### config.mk
export PLATFORM = sky130hd
export DESIGN_NAME = ucic_intc
export DESIGN_NICKNAME = d
export VERILOG_FILES = /design/src/rtl/ucic_pkg.sv /design/src/rtl/ucic_intc.sv
export SDC_FILE = /design/constraint.sdc
export NUM_CORES = 1
export LEC_CHECK = 0
export BUFFER_PORTS_ARGS = -buffer_cell sky130_fd_sc_hd__buf_2
export CORE_MARGIN = 4
export CORE_UTILIZATION = 43
export DETAILED_ROUTE_END_ITERATION = 16
export PLACE_DENSITY_LB_ADDON = 0.15
export SKIP_LAST_GASP = 1
export SYNTH_ARGS = -nofsm -noshare
export SYNTH_HDL_FRONTEND = slang
export SYNTH_SLANG_ARGS = --single-unit
### constraint.sdc
create_clock -name ref_clk -period 3.4 [get_ports ref_clk]
set_input_delay 0.85 -clock ref_clk [delete_from_list [all_inputs] [get_ports ref_clk]]
set_output_delay 0.85 -clock ref_clk [all_outputs]
set_load 0.005 [all_outputs]
### src/rtl/ucic_pkg.sv
// constants and types of the microcontroller interrupt controller
package ucic_pkg;
  // io addresses
  localparam logic [7:0] P0_EN_ADDR  = 8'h04;
  localparam logic [7:0] P1_EN_ADDR  = 8'h05;
  localparam logic [7:0] P0_POL_ADDR = 8'h08;
  localparam logic [7:0] P1_POL_ADDR = 8'h09;
  localparam logic [7:0] GLOBAL_IRQ_ENABLE_REG_ADDR   = 8'h20;
  // source positions in the global enable and pending vectors
  localparam int FAST_BIT = 1;
  localparam int SLOW_BIT = 2;
  localparam int EP0_BIT  = 3;
  localparam int EP1_BIT  = 4;
  localparam int GPIO_BIT = 6;
  localparam int WAKE_BIT = 7;
  localparam logic [7:0] SRC_MASK  = 8'hde;
  localparam logic [7:0] REG_RESET = 8'h00;
  // entry timing in core cycles
  localparam logic [3:0] CALL_CYCLES = 4'ha;
  localparam logic [3:0] JMP_CYCLES  = 4'h5;
  localparam int         ENTRY_SPAN  = 16;
  typedef enum logic [1:0] {S_IDLE, S_CALL, S_JMP} ucic_state_type;
  typedef struct packed {
    logic [7:0]     p0_en;
    logic [7:0]     p1_en;
    logic [7:0]     p0_pol;
    logic [7:0]     p1_pol;
    logic [7:0]     global_irq_enable_reg;
    logic [7:0]     pend;
    logic [7:0]     rdata;
    logic [15:0]    pin_s1;
    logic [15:0]    pin_s2;
    logic           cx_s1;
    logic           cx_s2;
    logic           cx_prev;
    logic           or_prev;
    ucic_state_type st;
    logic [3:0]     cnt;
    logic [2:0]     win;
    logic           start;
  } ucic_regs_type;
endpackage

### src/rtl/ucic_intc.sv
// interrupt latches, gpio edge logic, priority and entry sequencer
`timescale 1ns/1ns
module ucic_intc
  import ucic_pkg::*;
(
  // clock and reset
  input  wire logic        ref_clk,
  input  wire logic        rst,
  // io register port of the core
  input  wire logic [7:0]  io_addr,
  input  wire logic [7:0]  io_wdata,
  input  wire logic        io_wr,
  input  wire logic        io_rd,
  output logic      [7:0]  io_rdata,
  // asynchronous pins
  input  wire logic [7:0]  port0_pin,
  input  wire logic [7:0]  port1_pin,
  input  wire logic        cext_pin,
  // on-chip event pulses
  input  wire logic        fast_tick,
  input  wire logic        slow_tick,
  input  wire logic        ep0_out_done,
  input  wire logic        ep0_in_acked,
  input  wire logic        ep1_in_acked,
  // core handshake
  input  wire logic        instr_last,
  output logic             core_entry,
  output logic             entry_busy,
  output logic      [7:0]  vector_addr,
  output logic             handler_start
);
  ucic_regs_type r;
  ucic_regs_type next_r;
  logic [15:0] port_en;
  logic [15:0] port_pol;
  logic [15:0] pin_hit;
  logic        gpio_or;
  logic [7:0]  req;
  logic [2:0]  win_c;

  // lowest index wins, no entry for index 0 or 5
  function automatic logic [2:0] ucic_pick(input logic [7:0] v);
    logic [2:0] w;
    w = 3'h0;
    for (int i = 7; i >= 1; i--) begin
      if (v[i]) begin
        w = 3'(i);
      end
    end
    return w;
  endfunction

  // per-pin trigger detect, qualified by the pin enable
  assign port_en  = {r.p1_en, r.p0_en};
  assign port_pol = {r.p1_pol, r.p0_pol};
  for (genvar g = 0; g < 16; g++) begin : g_pin
    assign pin_hit[g] = ~(r.pin_s2[g] ^ port_pol[g])
                        & port_en[g];
  end
  assign gpio_or = |pin_hit;

  // requests and sampling point
  assign req        = r.pend & r.global_irq_enable_reg & SRC_MASK;
  assign win_c      = ucic_pick(req);
  assign core_entry = instr_last && (r.st == S_IDLE) && (|req);
  assign entry_busy = (r.st != S_IDLE);
  assign vector_addr   = {4'h0, r.win, 1'b0};
  assign handler_start = r.start;
  assign io_rdata      = r.rdata;

  // next state of every register
  always_comb begin
    logic [7:0] set_v;
    logic [7:0] clr_v;
    set_v = 8'h00;
    clr_v = 8'h00;
    next_r = r;
    next_r.start = 1'b0;
    // two-flop pin synchronisers, third stage for edges
    next_r.pin_s1  = {port1_pin, port0_pin};
    next_r.pin_s2  = r.pin_s1;
    next_r.cx_s1   = cext_pin;
    next_r.cx_s2   = r.cx_s1;
    next_r.cx_prev = r.cx_s2;
    next_r.or_prev = gpio_or;
    // register writes
    if (io_wr) begin
      if (io_addr == P0_EN_ADDR) begin
        next_r.p0_en = io_wdata;
      end
      if (io_addr == P1_EN_ADDR) begin
        next_r.p1_en = io_wdata;
      end
      if (io_addr == P0_POL_ADDR) begin
        next_r.p0_pol = io_wdata;
      end
      if (io_addr == P1_POL_ADDR) begin
        next_r.p1_pol = io_wdata;
      end
      if (io_addr == GLOBAL_IRQ_ENABLE_REG_ADDR) begin
        next_r.global_irq_enable_reg = io_wdata & SRC_MASK;
      end
    end
    // only the global enable reads back; write-only ones read zero
    if (io_rd) begin
      next_r.rdata = (io_addr == GLOBAL_IRQ_ENABLE_REG_ADDR) ? r.global_irq_enable_reg : 8'h00;
    end
    // source events
    set_v[FAST_BIT] = fast_tick;
    set_v[SLOW_BIT] = slow_tick;
    set_v[EP0_BIT]  = ep0_out_done | ep0_in_acked;
    set_v[EP1_BIT]  = ep1_in_acked;
    set_v[GPIO_BIT] = gpio_or & ~r.or_prev;
    set_v[WAKE_BIT] = r.cx_s2 & ~r.cx_prev;
    // entry sequencer
    unique case (r.st)
      S_IDLE: begin
        if (core_entry) begin
          next_r.global_irq_enable_reg = REG_RESET;
          next_r.win  = win_c;
          next_r.cnt  = CALL_CYCLES - 4'h1;
          next_r.st   = S_CALL;
        end
      end
      S_CALL: begin
        if (r.cnt == CALL_CYCLES - 4'h1) begin
          clr_v[r.win] = 1'b1;
          if (r.win == 3'(GPIO_BIT)) begin
            next_r.global_irq_enable_reg[GPIO_BIT] = 1'b0;
          end
        end
        if (r.cnt == 4'h0) begin
          next_r.cnt = JMP_CYCLES - 4'h1;
          next_r.st  = S_JMP;
        end else begin
          next_r.cnt = r.cnt - 4'h1;
        end
      end
      S_JMP: begin
        if (r.cnt == 4'h0) begin
          next_r.start = 1'b1;
          next_r.st    = S_IDLE;
        end else begin
          next_r.cnt = r.cnt - 4'h1;
        end
      end
    endcase
    // a new event beats the clear in the same cycle
    next_r.pend = ((r.pend & ~clr_v) | set_v) & SRC_MASK;
  end

  // state register
  always_ff @(posedge ref_clk or posedge rst) begin
    if (rst) begin
      r <= '0;
    end else begin
      r <= next_r;
    end
  end
endmodule

* After elaboration in Yosys (flattened, before gate mapping)
Cells that the tools add are included.
** Operators by class
- $add $sub $neg :: 1
- $lt $le $gt $ge :: 2
- Eq/ne operators :: 13
- Mux-type cells :: 27
- Bitwise logic cells :: 57
- Reduce and logical (&&, ||, !) cells :: 15
** Operators with widths (count)
- two-way mux 8 bit :: 6
- bitwise AND 1 bit :: 18
- two-way mux 3 bit :: 6
- inverter 1 bit :: 18
- case mux 6 bit (3 select lines) :: 1
- bitwise AND 8 bit :: 2
- == test 8 x 3 -> 1 bit (second input constant) :: 2
- == test 8 x 4 -> 1 bit (second input constant) :: 2
- OR reduction 16 bit :: 1
- bitwise XOR 1 bit :: 16
- AND reduction 2 bit :: 6
- two-way mux 9 bit :: 1
- == test 8 x 6 -> 1 bit (second input constant) :: 1
- two-way mux 4 bit :: 2
- inequality test 2 bit (second input constant) :: 4
- inverter 8 bit :: 1
- OR 8 bit :: 1
- two-way mux 1 bit :: 6
- two-way mux 6 bit :: 1
- OR reduction 6 bit :: 1
- == test 4 bit (second input constant) :: 1
- zero test 4 bit :: 1
- less-than comparator 3 x 4 -> 1 bit (second input constant) :: 1
- two-way mux 2 bit :: 2
- 12 further kinds :: 14
** Storage, ports and cells
- Register bits after elaboration :: 100
- Input bits :: 43
- Output and inout port bits :: 19
- Logic and storage cells :: 132

* Longest topological paths before layout
Gate-level depths: netlist of the first run.
- Depth in word-level cells :: 9
- Mapped depth :: 7
- Gate-level depth less buffers :: 7

* Worst setup path after synthesis of the first run
OpenSTA, ideal clock, no wires.
- Path type :: input port to flip-flop
- Start point :: in io_addr[1]
- End point :: reg r (netlist bit port_pol[0])
- Library setup time :: 0.125 ns
- Arrival :: 2.059 ns
- Required time :: 3.275 ns
- Slack :: 1.216 ns
- Cell stages on the path :: 6
- Path buffers :: 2
- Cells stage by stage :: nor4_2 -> and3b_1 -> buf_4 -> and4bb_1 -> buf_6 -> mux2_4
** On the way
- Longest elaborated chain between the ends :: 2
** RTL lines
- from (decl) :: line ucic_intc.sv:10 : input wire logic [7:0] io_addr,
- == test 8 x 4 -> 1 bit :: line ucic_intc.sv:94 : if (io_addr == P0_POL_ADDR) begin
- AND reduction 2 bit (no source line)
- to (signal assigned) :: line ucic_intc.sv:157 : r <= next_r;
- to (decl) :: line ucic_intc.sv:32 : ucic_regs_type r;
No other way between the ends.
A chain may end at the register's enable or synchronous reset.

* Worst setup path after layout of the first run
- Start point :: reg r[68] in the netlist's numbering
- End point :: out core_entry
** On the way
- Longest elaborated chain between the ends :: 3
** RTL lines
- bitwise AND 8 bit :: line ucic_intc.sv:63 : assign req = r.pend & r.global_irq_enable_reg & SRC_MASK;
- OR reduction 6 bit :: line ucic_intc.sv:65 : assign core_entry = instr_last && (r.st == S_IDLE) && (|req);
- logical AND 1 bit :: line ucic_intc.sv:65
- to (decl) :: line ucic_intc.sv:27 : output logic core_entry,
No other way between the ends.

==> results.cfg, run 1 <==
[sta]
final.min_clock_period_ns = 2.91
maxSlewViolCount = 0
fin_skew_ns = 0.0105
fin_ws_ns = 0.489
hold_viol = 0
tns_ns = 0
setup_viol = 0
max_slew.worst_pin.slew_ns = 0.765
fin_crit_sh_pct = 85.6
fmax_mhz = 344
rsz0062_at_grt = no
slew_headroom_pct = 48.9

[power]
power.density_nw_per_um2 = 537
p_leak_nw = 2.28
ir_drop_mv = 0.233

[logic_synthesis]
ys_ff_latch = 100
async_flop_share_pct = 100
ys.flop_type = dfrtp_1
synth_edf_count = 0
seq_area_frac_synth_pct = 61.4
avgSynthCellArea_sq_um = 13.9
synth_cells = 294
synth_area_leaders = dfrtp_1 (61%), mux2_2 (6.6%), xnor2_1 (3.7%)
synth.largest_area_cell = dfrtp_1
netlist_area_sq_um = 4080
synth_cell_types = 49
ys_warn_count = 0
post-synth-top-area-fraction_pct = 61.4

[cells_and_area]
nNetsFinal = 396
final_cell_area_sq_um = 4600
drive_above_1_share_pct = 32.4
final_core_util_pct = 49.8
fillerInstances = 831
synthToLayoutAreaGrowth_pct = 13.0
num_antenna_cells = 0

[worst_setup_path]
path_delay_family = compound AO/OA/AOI/OAI gates
slowest_stage = a222oi_1
start_kind = flip-flop
crit_chain = a222oi_1 > nand2_1 > nand3_2 > inv_1 > buf_2
critPathMaxStageDelay_ns = 0.52
crit_arrival_ns = 2.06
crit_path_end_kind = output port
critPathRequiredTime_ns = 2.55
crit_buf_inv = 2
worstSetupPathType = reg2out
worstPathMaxFanout = 10

[hold_path]
min_path_type = reg2reg

[placed_design]
place_area_sq_um = 4410
dp_slack_ns = 0.729
dpl.hpwl_um = 5200
numPortBuffers = 56
gp_congestion = 0.734

[route]
drtAntennaViolNets = 0
dr_total_vias = 2364
initialDrtViolationCount = 102
drc_errors = 0
vias_per_cell = 4.91
drt_wl_total_um = 7390
wl_per_cell_um = 15.4
drtPass1Iterations = 4

[die]
die_height_um = 105
core_sq_um = 9240
boundaryPins = 62
die_area_sq_um = 11100
rows = 35
die_x_um = 105
start_util_pct = 44.1

[clocking]
clk_pin_slew_ns = 0.11
cts_setup_buffers = 0
cts_buffer_depth = 2
hold_buffers = 0
cts_tree = yes
numCtsBuffers = 9
cts_resized = 0
cts_sinks = 100
insertion_delay_ns = 0.37
cts_root_buffer = clkbuf_8
htree_num_levels = 3

[global_route]
grt_pass1_vias = 2463
grt_max_degree = 68
antenna_found_initial = 0
grt_pass1_wl_um = 12300
grt_usage_pct = 14.0
grt_overflow_total = 0

[flow_run]
cap_viol_max_count = 0

[run_status]
status = completed
logic make-up (layout without fill, tap and decap cells):
kind of cell               after synthesis  after routing  share of synthesized area (%)
AOI/OAI and AO/OA                       49             49                           8.97
DFF                                    100            100                           61.4
buffers and inverters                   29             83                           4.42
and+or+nand+nor                         54             54                           8.57
adders and majority gates                6              6                           1.84
xor gates and xnor gates                17             17                           3.65
muxes                                   38             38                           11.1
other                                    1              5                         0.0920
final timing paths:
| check | startpoint | endpoint | slack [ns] | cells past startpoint |
|---|---|---|---|---|
| max | r[68]$_DFF_PP0_ | core_entry | 0.49 | 5 |
| min | next_r[28]$_DFF_PP0_ | r[28]$_DFF_PP0_ | 0.35 | 0 |
| max reg2reg | r[4]$_DFFE_PP0P_ | r[4]$_DFFE_PP0P_ | 1.45 | 7 |
| min reg2reg | next_r[28]$_DFF_PP0_ | r[28]$_DFF_PP0_ | 0.35 | 0 |
| max in group asynchronous | rst | port_pol[1]$_DFFE_PP0P_ | 2.03 | 3 |
| min in group asynchronous | rst | next_r[26]$_DFF_PP0_ | 0.59 | 2 |
cells in the final DEF, fill, tap and decap left out, types with 3 or more instances in the layout:
cell type    n
a21o_1       3
a21oi_1      3
a222oi_1     3
a22o_1       9
a22oi_1      9
buf_2       56
clkbuf_8     9
clkinv_4     3
conb_1       5
dfrtp_1    100
ha_1         6
inv_1        9
mux2_2      24
mux2_4       8
mux2i_1      6
nand2_1     14
nand2b_1     3
nand4_1      3
nor2_1      11
nor2b_1      3
o21ai_0      8
xnor2_1     17
power by group:
group / leakage, nW / total, mW / switching, mW / internal (mW)
Clock: 0.0982 / 0.732 / 0.446 / 0.286
Sequential: 1.27 / 1.35 / 0.0756 / 1.27
Combinational: 0.910 / 0.390 / 0.212 / 0.178
Total: 2.28 / 2.47 / 0.734 / 1.74
sequential cells by signal, indices dropped and copies added, names as in the netlist:
register,cells
port_pol,16
handler_start,1
r,38
vector_addr,3
io_rdata,8
next_r,18
port_en,16
cell type report:
cell class / instances / area (sq um) / share of cell area [%]
repair buffers: 57 / 300 / 6.52
clock inverters: 7 / 66.3 / 1.44
well taps: 129 / 161 / 3.51
flip-flops and latches: 100 / 2500 / 54.4
multi-input cells: 169 / 1410 / 30.6
clock buffers: 9 / 124 / 2.69
inverters: 10 / 41.3 / 0.897
Yosys cell counts, types with 2 or more instances:
library cell,n
ha_1,6
nand3_2,2
a22oi_1,9
nor2_1,11
o31ai_1,2
a21oi_1,3
o21ai_0,8
xnor2_1,17
a222oi_1,3
mux2i_1,6
and4b_1,2
and2_1,2
mux2_2,24
inv_1,10
nor2b_1,3
dfrtp_1,100
nand2_1,14
nand4_1,3
a22o_1,9
mux2_4,8
nand4b_4,2
buf_4,17
nand2b_1,3
a21o_1,3
and3_1,2
nand3b_1,2
metal layers:
layer / share of wire, % / up-vias / GRT usage (%)
met3: 4.3 / 9 / 3.37
met2: 46 / 44 / 21.2
met5: 0 / - / 0
met1: 48 / 1178 / 19.3
met4: 1.6 / 0 / 5.90
li1: - / 1133 / -
stage by stage:
stage               hold slack, ns  std cells  total power [mW]
floorplan                    0.331        298              1.65
global placement             0.333        465              1.76
global route                 0.357        481              2.62
finish                       0.348        481              2.47
CTS                          0.350        481              2.50
detailed placement           0.336        465              1.77
No activity file was read; power rests on OpenSTA's default activity.
==> run 2, diff against run 1 <==
GPL_TIMING_DRIVEN = 0   (was default)
HOLD_SLACK_MARGIN = 0.12   (was default)
SLEW_MARGIN = 10   (was default)
==> run 2 against run 1 <==
Effect of this change: core utilization is 2.2 points higher; flip-flop and latch count stayed put; via count is 2.2% higher; largest cell class unchanged; largest power group unchanged.
==> results.cfg, run 2 (synthesis gave the netlist of run 1 again) <==
[run_status]
status = completed

[power]
clkPwrFrac_pct = 31.3
power.density_nw_per_um2 = 535
ir_drop_mv = 0.246
p_switching_mw = 0.676
switching_share_pct = 26.3
pwr-share-seq_pct = 52.5
internal-power_mw = 1.90
power_frac_comb_pct = 16.2
p_leak_nw = 2.41

[sta]
fin_crit_sh_pct = 87.1
tns_ns = 0
setup_viol = 0
slew_headroom_pct = 63.4
max_slew.worst_pin.slew_ns = 0.549
rsz0062_at_grt = no
hold_viol = 0
final.min_clock_period_ns = 2.96
fmax_mhz = 338
fin_skew_ns = 0.0139
maxSlewViolCount = 0

[die]
rows = 35
die_height_um = 105
core_sq_um = 9240
die_x_um = 105
start_util_pct = 44.1
boundaryPins = 62
die_area_sq_um = 11100

[global_route]
antenna_found_initial = 0
grt_overflow_total = 0
grt_pass1_vias = 2485
grt_usage_pct = 13.7
grt_max_degree = 40
grt_pass1_wl_um = 12100

[worst_setup_path]
slowest_stage = a222oi_1
worstSetupPathType = reg2out
r2r_cells = 5
critPathMaxStageDelay_ns = 0.58
timing.rr.start = r[63]$_DFF_PP0_
crit_chain = a222oi_1 > nand2_1 > nand3_2 > inv_1 > buf_2
crit_path_end_kind = output port
worstReg2RegEnd = r[5]$_DFFE_PP0P_
crit_buf_inv = 2
crit_arrival_ns = 2.11
ff2ff_setup_slack_ns = 1.48
start_kind = flip-flop
worstPathMaxFanout = 10
path_delay_family = compound AO/OA/AOI/OAI gates
critPathRequiredTime_ns = 2.55

[clocking]
clk_pin_slew_ns = 0.09
cts_tree = yes
cts_sinks = 100
htree_num_levels = 3
cts_buffer_depth = 2
insertion_delay_ns = 0.35
cts_resized = 0
hold_buffers = 0
cts_setup_buffers = 0
cts_root_buffer = clkbuf_8
numCtsBuffers = 9

[cells_and_area]
num_antenna_cells = 0
drive_above_1_share_pct = 35.4
largest_reg_flops = 38
final_core_util_pct = 52.1
fillerInstances = 828
nNetsFinal = 417
largest_register = r
final_cell_mix = dfrtp_1 (100), buf_2 (56), mux2_2 (24), xnor2_1 (17), buf_4 (17)
layout_commonest_cell = dfrtp_1
synthToLayoutAreaGrowth_pct = 18.0

[route]
initialDrtViolationCount = 92
drt_wl_total_um = 7160
drc_errors = 0
wl_per_cell_um = 14.3
drtPass1Iterations = 5
vias_per_cell = 4.81
drtAntennaViolNets = 0
dr_total_vias = 2415

[placed_design]
dpl.hpwl_um = 5150
numPortBuffers = 56
gp_congestion = 0.754

[hold_path]
min_path_type = reg2reg
min_from = next_r[24]$_DFF_PP0_
holdPathStages = 0
hold_end = r[24]$_DFF_PP0_

[flow_run]
cap_viol_max_count = 0
[run 2: power groups by stage]
stage | registers [mW] | logic (mW) | clock network [mW]
finish | 1.35 | 0.416 | 0.806
global route | 1.37 | 0.473 | 0.888
CTS | 1.35 | 0.422 | 0.837
detailed placement | 1.37 | 0.419 | 0
global placement | 1.37 | 0.405 | 0
floorplan | 1.35 | 0.294 | 0
[run 2: routing by layer]
metal  vias up  global-route usage, %  wire length (um)
met5         -                      0                 0
met4         0                   5.15               105
met3         8                   3.92               319
met2        58                   20.2              3250
met1      1184                   19.1              3480
li1       1165                      -                 -
[run 2: final cells by class]
type	count	area (sq um)	area share [%]
sequential	100	2500	52.0
multi-input combinational	169	1410	29.3
timing repair buffer	59	340	7.08
tap	129	161	3.36
buffer	19	143	2.97
clock buffer	11	131	2.73
clock inverter	5	82.6	1.72
inverter	10	41.3	0.858
[run 2: worst max-delay path by stage]
| stage | start | slack, ns | endpoint | cells past startpoint |
|---|---|---|---|---|
| global placement | rst | 0.72 | r[5]$_DFFE_PP0P_ | 2 |
| finish | r[63]$_DFF_PP0_ | 0.44 | core_entry | 5 |
| floorplan | io_addr[1] | 1.22 | port_pol[0]$_DFFE_PP0P_ | 6 |
| global route | r[68]$_DFF_PP0_ | 0.26 | core_entry | 5 |
| CTS | r[63]$_DFF_PP0_ | 0.43 | core_entry | 5 |
| detailed placement | r[63]$_DFF_PP0_ | 0.83 | core_entry | 5 |
[run 2: per-stage QoR]
step                hold WS (ns)  cell area, sq um  std cells  setup WS, ns  power (mW)
finish                     0.349              4810        502         0.437        2.57
global route               0.357              4810        502         0.261        2.73
CTS                        0.354              4810        502         0.431        2.61
detailed placement         0.336              4600        486         0.825        1.79
global placement           0.333              4540        483         0.723        1.78
floorplan                  0.331              4090        298          1.22        1.65
==> run 3, diff against run 2 <==
CORE_ASPECT_RATIO = 0.9   (was default)
==> run 3 against run 2 <==
Effect of this change: register-to-register slack worse by 0.02 ns; design area is 0.81% lower; routed wire length is 0.50% higher; critical endpoint unchanged; clock power is 4.3% lower; non-clock buffer count is 1 lower; global-route usage is 0.21 points higher; sequential share of layout area is 0.42 points higher; clock-buffer cell count is 2 higher; maximum frequency is 1.5% lower; setup slack worse by 0.044 ns; first-iteration DRC count is 5.4% lower.
==> results.cfg, run 3 (synthesis gave the netlist of run 1 again) <==
[run_status]
status = completed

[global_route]
grt_pass1_vias = 2481
grt_pass1_wl_um = 12300
grt_max_degree = 41
grt_overflow_total = 0
antenna_found_initial = 0
grt_usage_pct = 13.9

[die]
die_x_um = 111
die_height_um = 100
boundaryPins = 62
die_area_sq_um = 11100
start_util_pct = 44.5
core_sq_um = 9170
rows = 33

[clocking]
cts_buffer_depth = 2
cts_tree = yes
cts_resized = 0
cts_setup_buffers = 0
htree_num_levels = 3
numCtsBuffers = 9
clk_pin_slew_ns = 0.09
cts_root_buffer = clkbuf_8
cts_sinks = 100
hold_buffers = 0
insertion_delay_ns = 0.36

[power]
internal-power_mw = 1.86
power_frac_comb_pct = 16.3
pwr-share-seq_pct = 53.3
ir_drop_mv = 0.270
p_switching_mw = 0.680
p_leak_nw = 2.39
clkPwrFrac_pct = 30.4
switching_share_pct = 26.8
power.density_nw_per_um2 = 531

[sta]
fin_crit_sh_pct = 88.4
fmax_mhz = 333
max_slew.worst_pin.slew_ns = 0.651
fin_ws_ns = 0.393
fin_skew_ns = 0.00954
tns_ns = 0
hold_viol = 0
setup_viol = 0
slew_headroom_pct = 56.5
final.min_clock_period_ns = 3.01
maxSlewViolCount = 0
rsz0062_at_grt = no

[worst_setup_path]
start_kind = flip-flop
crit_path_end_kind = output port
critPathRequiredTime_ns = 2.55
crit_arrival_ns = 2.16
worstSetupPathType = reg2out
worstPathMaxFanout = 10

[placed_design]
gp_congestion = 0.745
numPortBuffers = 56
dp_slack_ns = 0.752
dpl.hpwl_um = 5180

[route]
wl_met3_um = 361
top_layer_used = met4
dr_total_vias = 2436
wl_per_cell_um = 14.6
dr_wl_met2_um = 3260
drt_wl_total_um = 7190
drtPass1Iterations = 4
drc_errors = 0
wl_met1_um = 3500
drtAntennaViolNets = 0
vias_per_cell = 4.93
initialDrtViolationCount = 87

[flow_run]
cap_viol_max_count = 0

[cells_and_area]
seq_area_sq_um = 2500
fillerInstances = 826
multi_input_area_sq_um = 1410
drive_above_1_share_pct = 35.2
nNetsFinal = 416
synthToLayoutAreaGrowth_pct = 17.1
layout_commonest_cell = dfrtp_1
final_core_util_pct = 52.0
largest_reg_flops = 38
final_cell_mix = dfrtp_1 (100), buf_2 (56), mux2_2 (24), xnor2_1 (17), buf_4 (17)
largest_register = r
num_antenna_cells = 0

[hold_path]
min_path_type = reg2reg
run 3: worst max-delay path, stage by stage, from the launching register on:
cell,delay (ns)
dfrtp_1,0.45
a222oi_1,0.58
nand2_1,0.19
nand3_2,0.24
inv_1,0.16
buf_2,0.17
run 3: layout make-up:
cell class	count	share of cell area (%)
plain buffers	19	2.99
clock buffers	13	3.33
clock inverters	3	0.944
inverters	10	0.865
multi-input cells	169	29.5
flip-flops and latches	100	52.5
well taps	122	3.20
repair buffers	58	6.71
run 3: routing by layer:
metal,vias to the layer above,global-route usage (%)
met2,58,21.1
met4,0,4.26
met3,8,4.58
li1,1163,-
met5,-,0
met1,1207,19.1
run 3: path summary, 6_finish.rpt:
kind | from | end | slack (ns) | cells after the start
max | r[63]$_DFF_PP0_ | core_entry | 0.39 | 5
min | next_r[28]$_DFF_PP0_ | r[28]$_DFF_PP0_ | 0.35 | 0
max reg2reg | r[63]$_DFF_PP0_ | r[5]$_DFFE_PP0P_ | 1.46 | 5
min reg2reg | next_r[28]$_DFF_PP0_ | r[28]$_DFF_PP0_ | 0.35 | 0
max in group asynchronous | rst | port_pol[15]$_DFFE_PP0P_ | 2.23 | 3
min in group asynchronous | rst | r[16]$_DFF_PP0_ | 0.57 | 2
run 3: power groups by stage:
stage | combinational (mW) | sequential, mW | clock, mW
final | 0.413 | 1.35 | 0.771
after global routing | 0.471 | 1.36 | 0.841
after CTS | 0.421 | 1.35 | 0.797
after detailed placement | 0.419 | 1.37 | 0
after global placement | 0.407 | 1.37 | 0
after floorplan | 0.294 | 1.35 | 0
run 3: through the flow:
| stage | hold slack [ns] | power, mW | instances | area, sq um |
|---|---|---|---|---|
| 2_1_floorplan | 0.331 | 1.65 | 298 | 4090 |
| 4_1_cts | 0.354 | 2.57 | 494 | 4770 |
| 3_5_place_dp | 0.335 | 1.79 | 478 | 4570 |
| 5_1_grt | 0.362 | 2.67 | 494 | 4770 |
| 6_report | 0.351 | 2.54 | 494 | 4770 |
| 3_3_place_gp | 0.333 | 1.78 | 476 | 4530 |
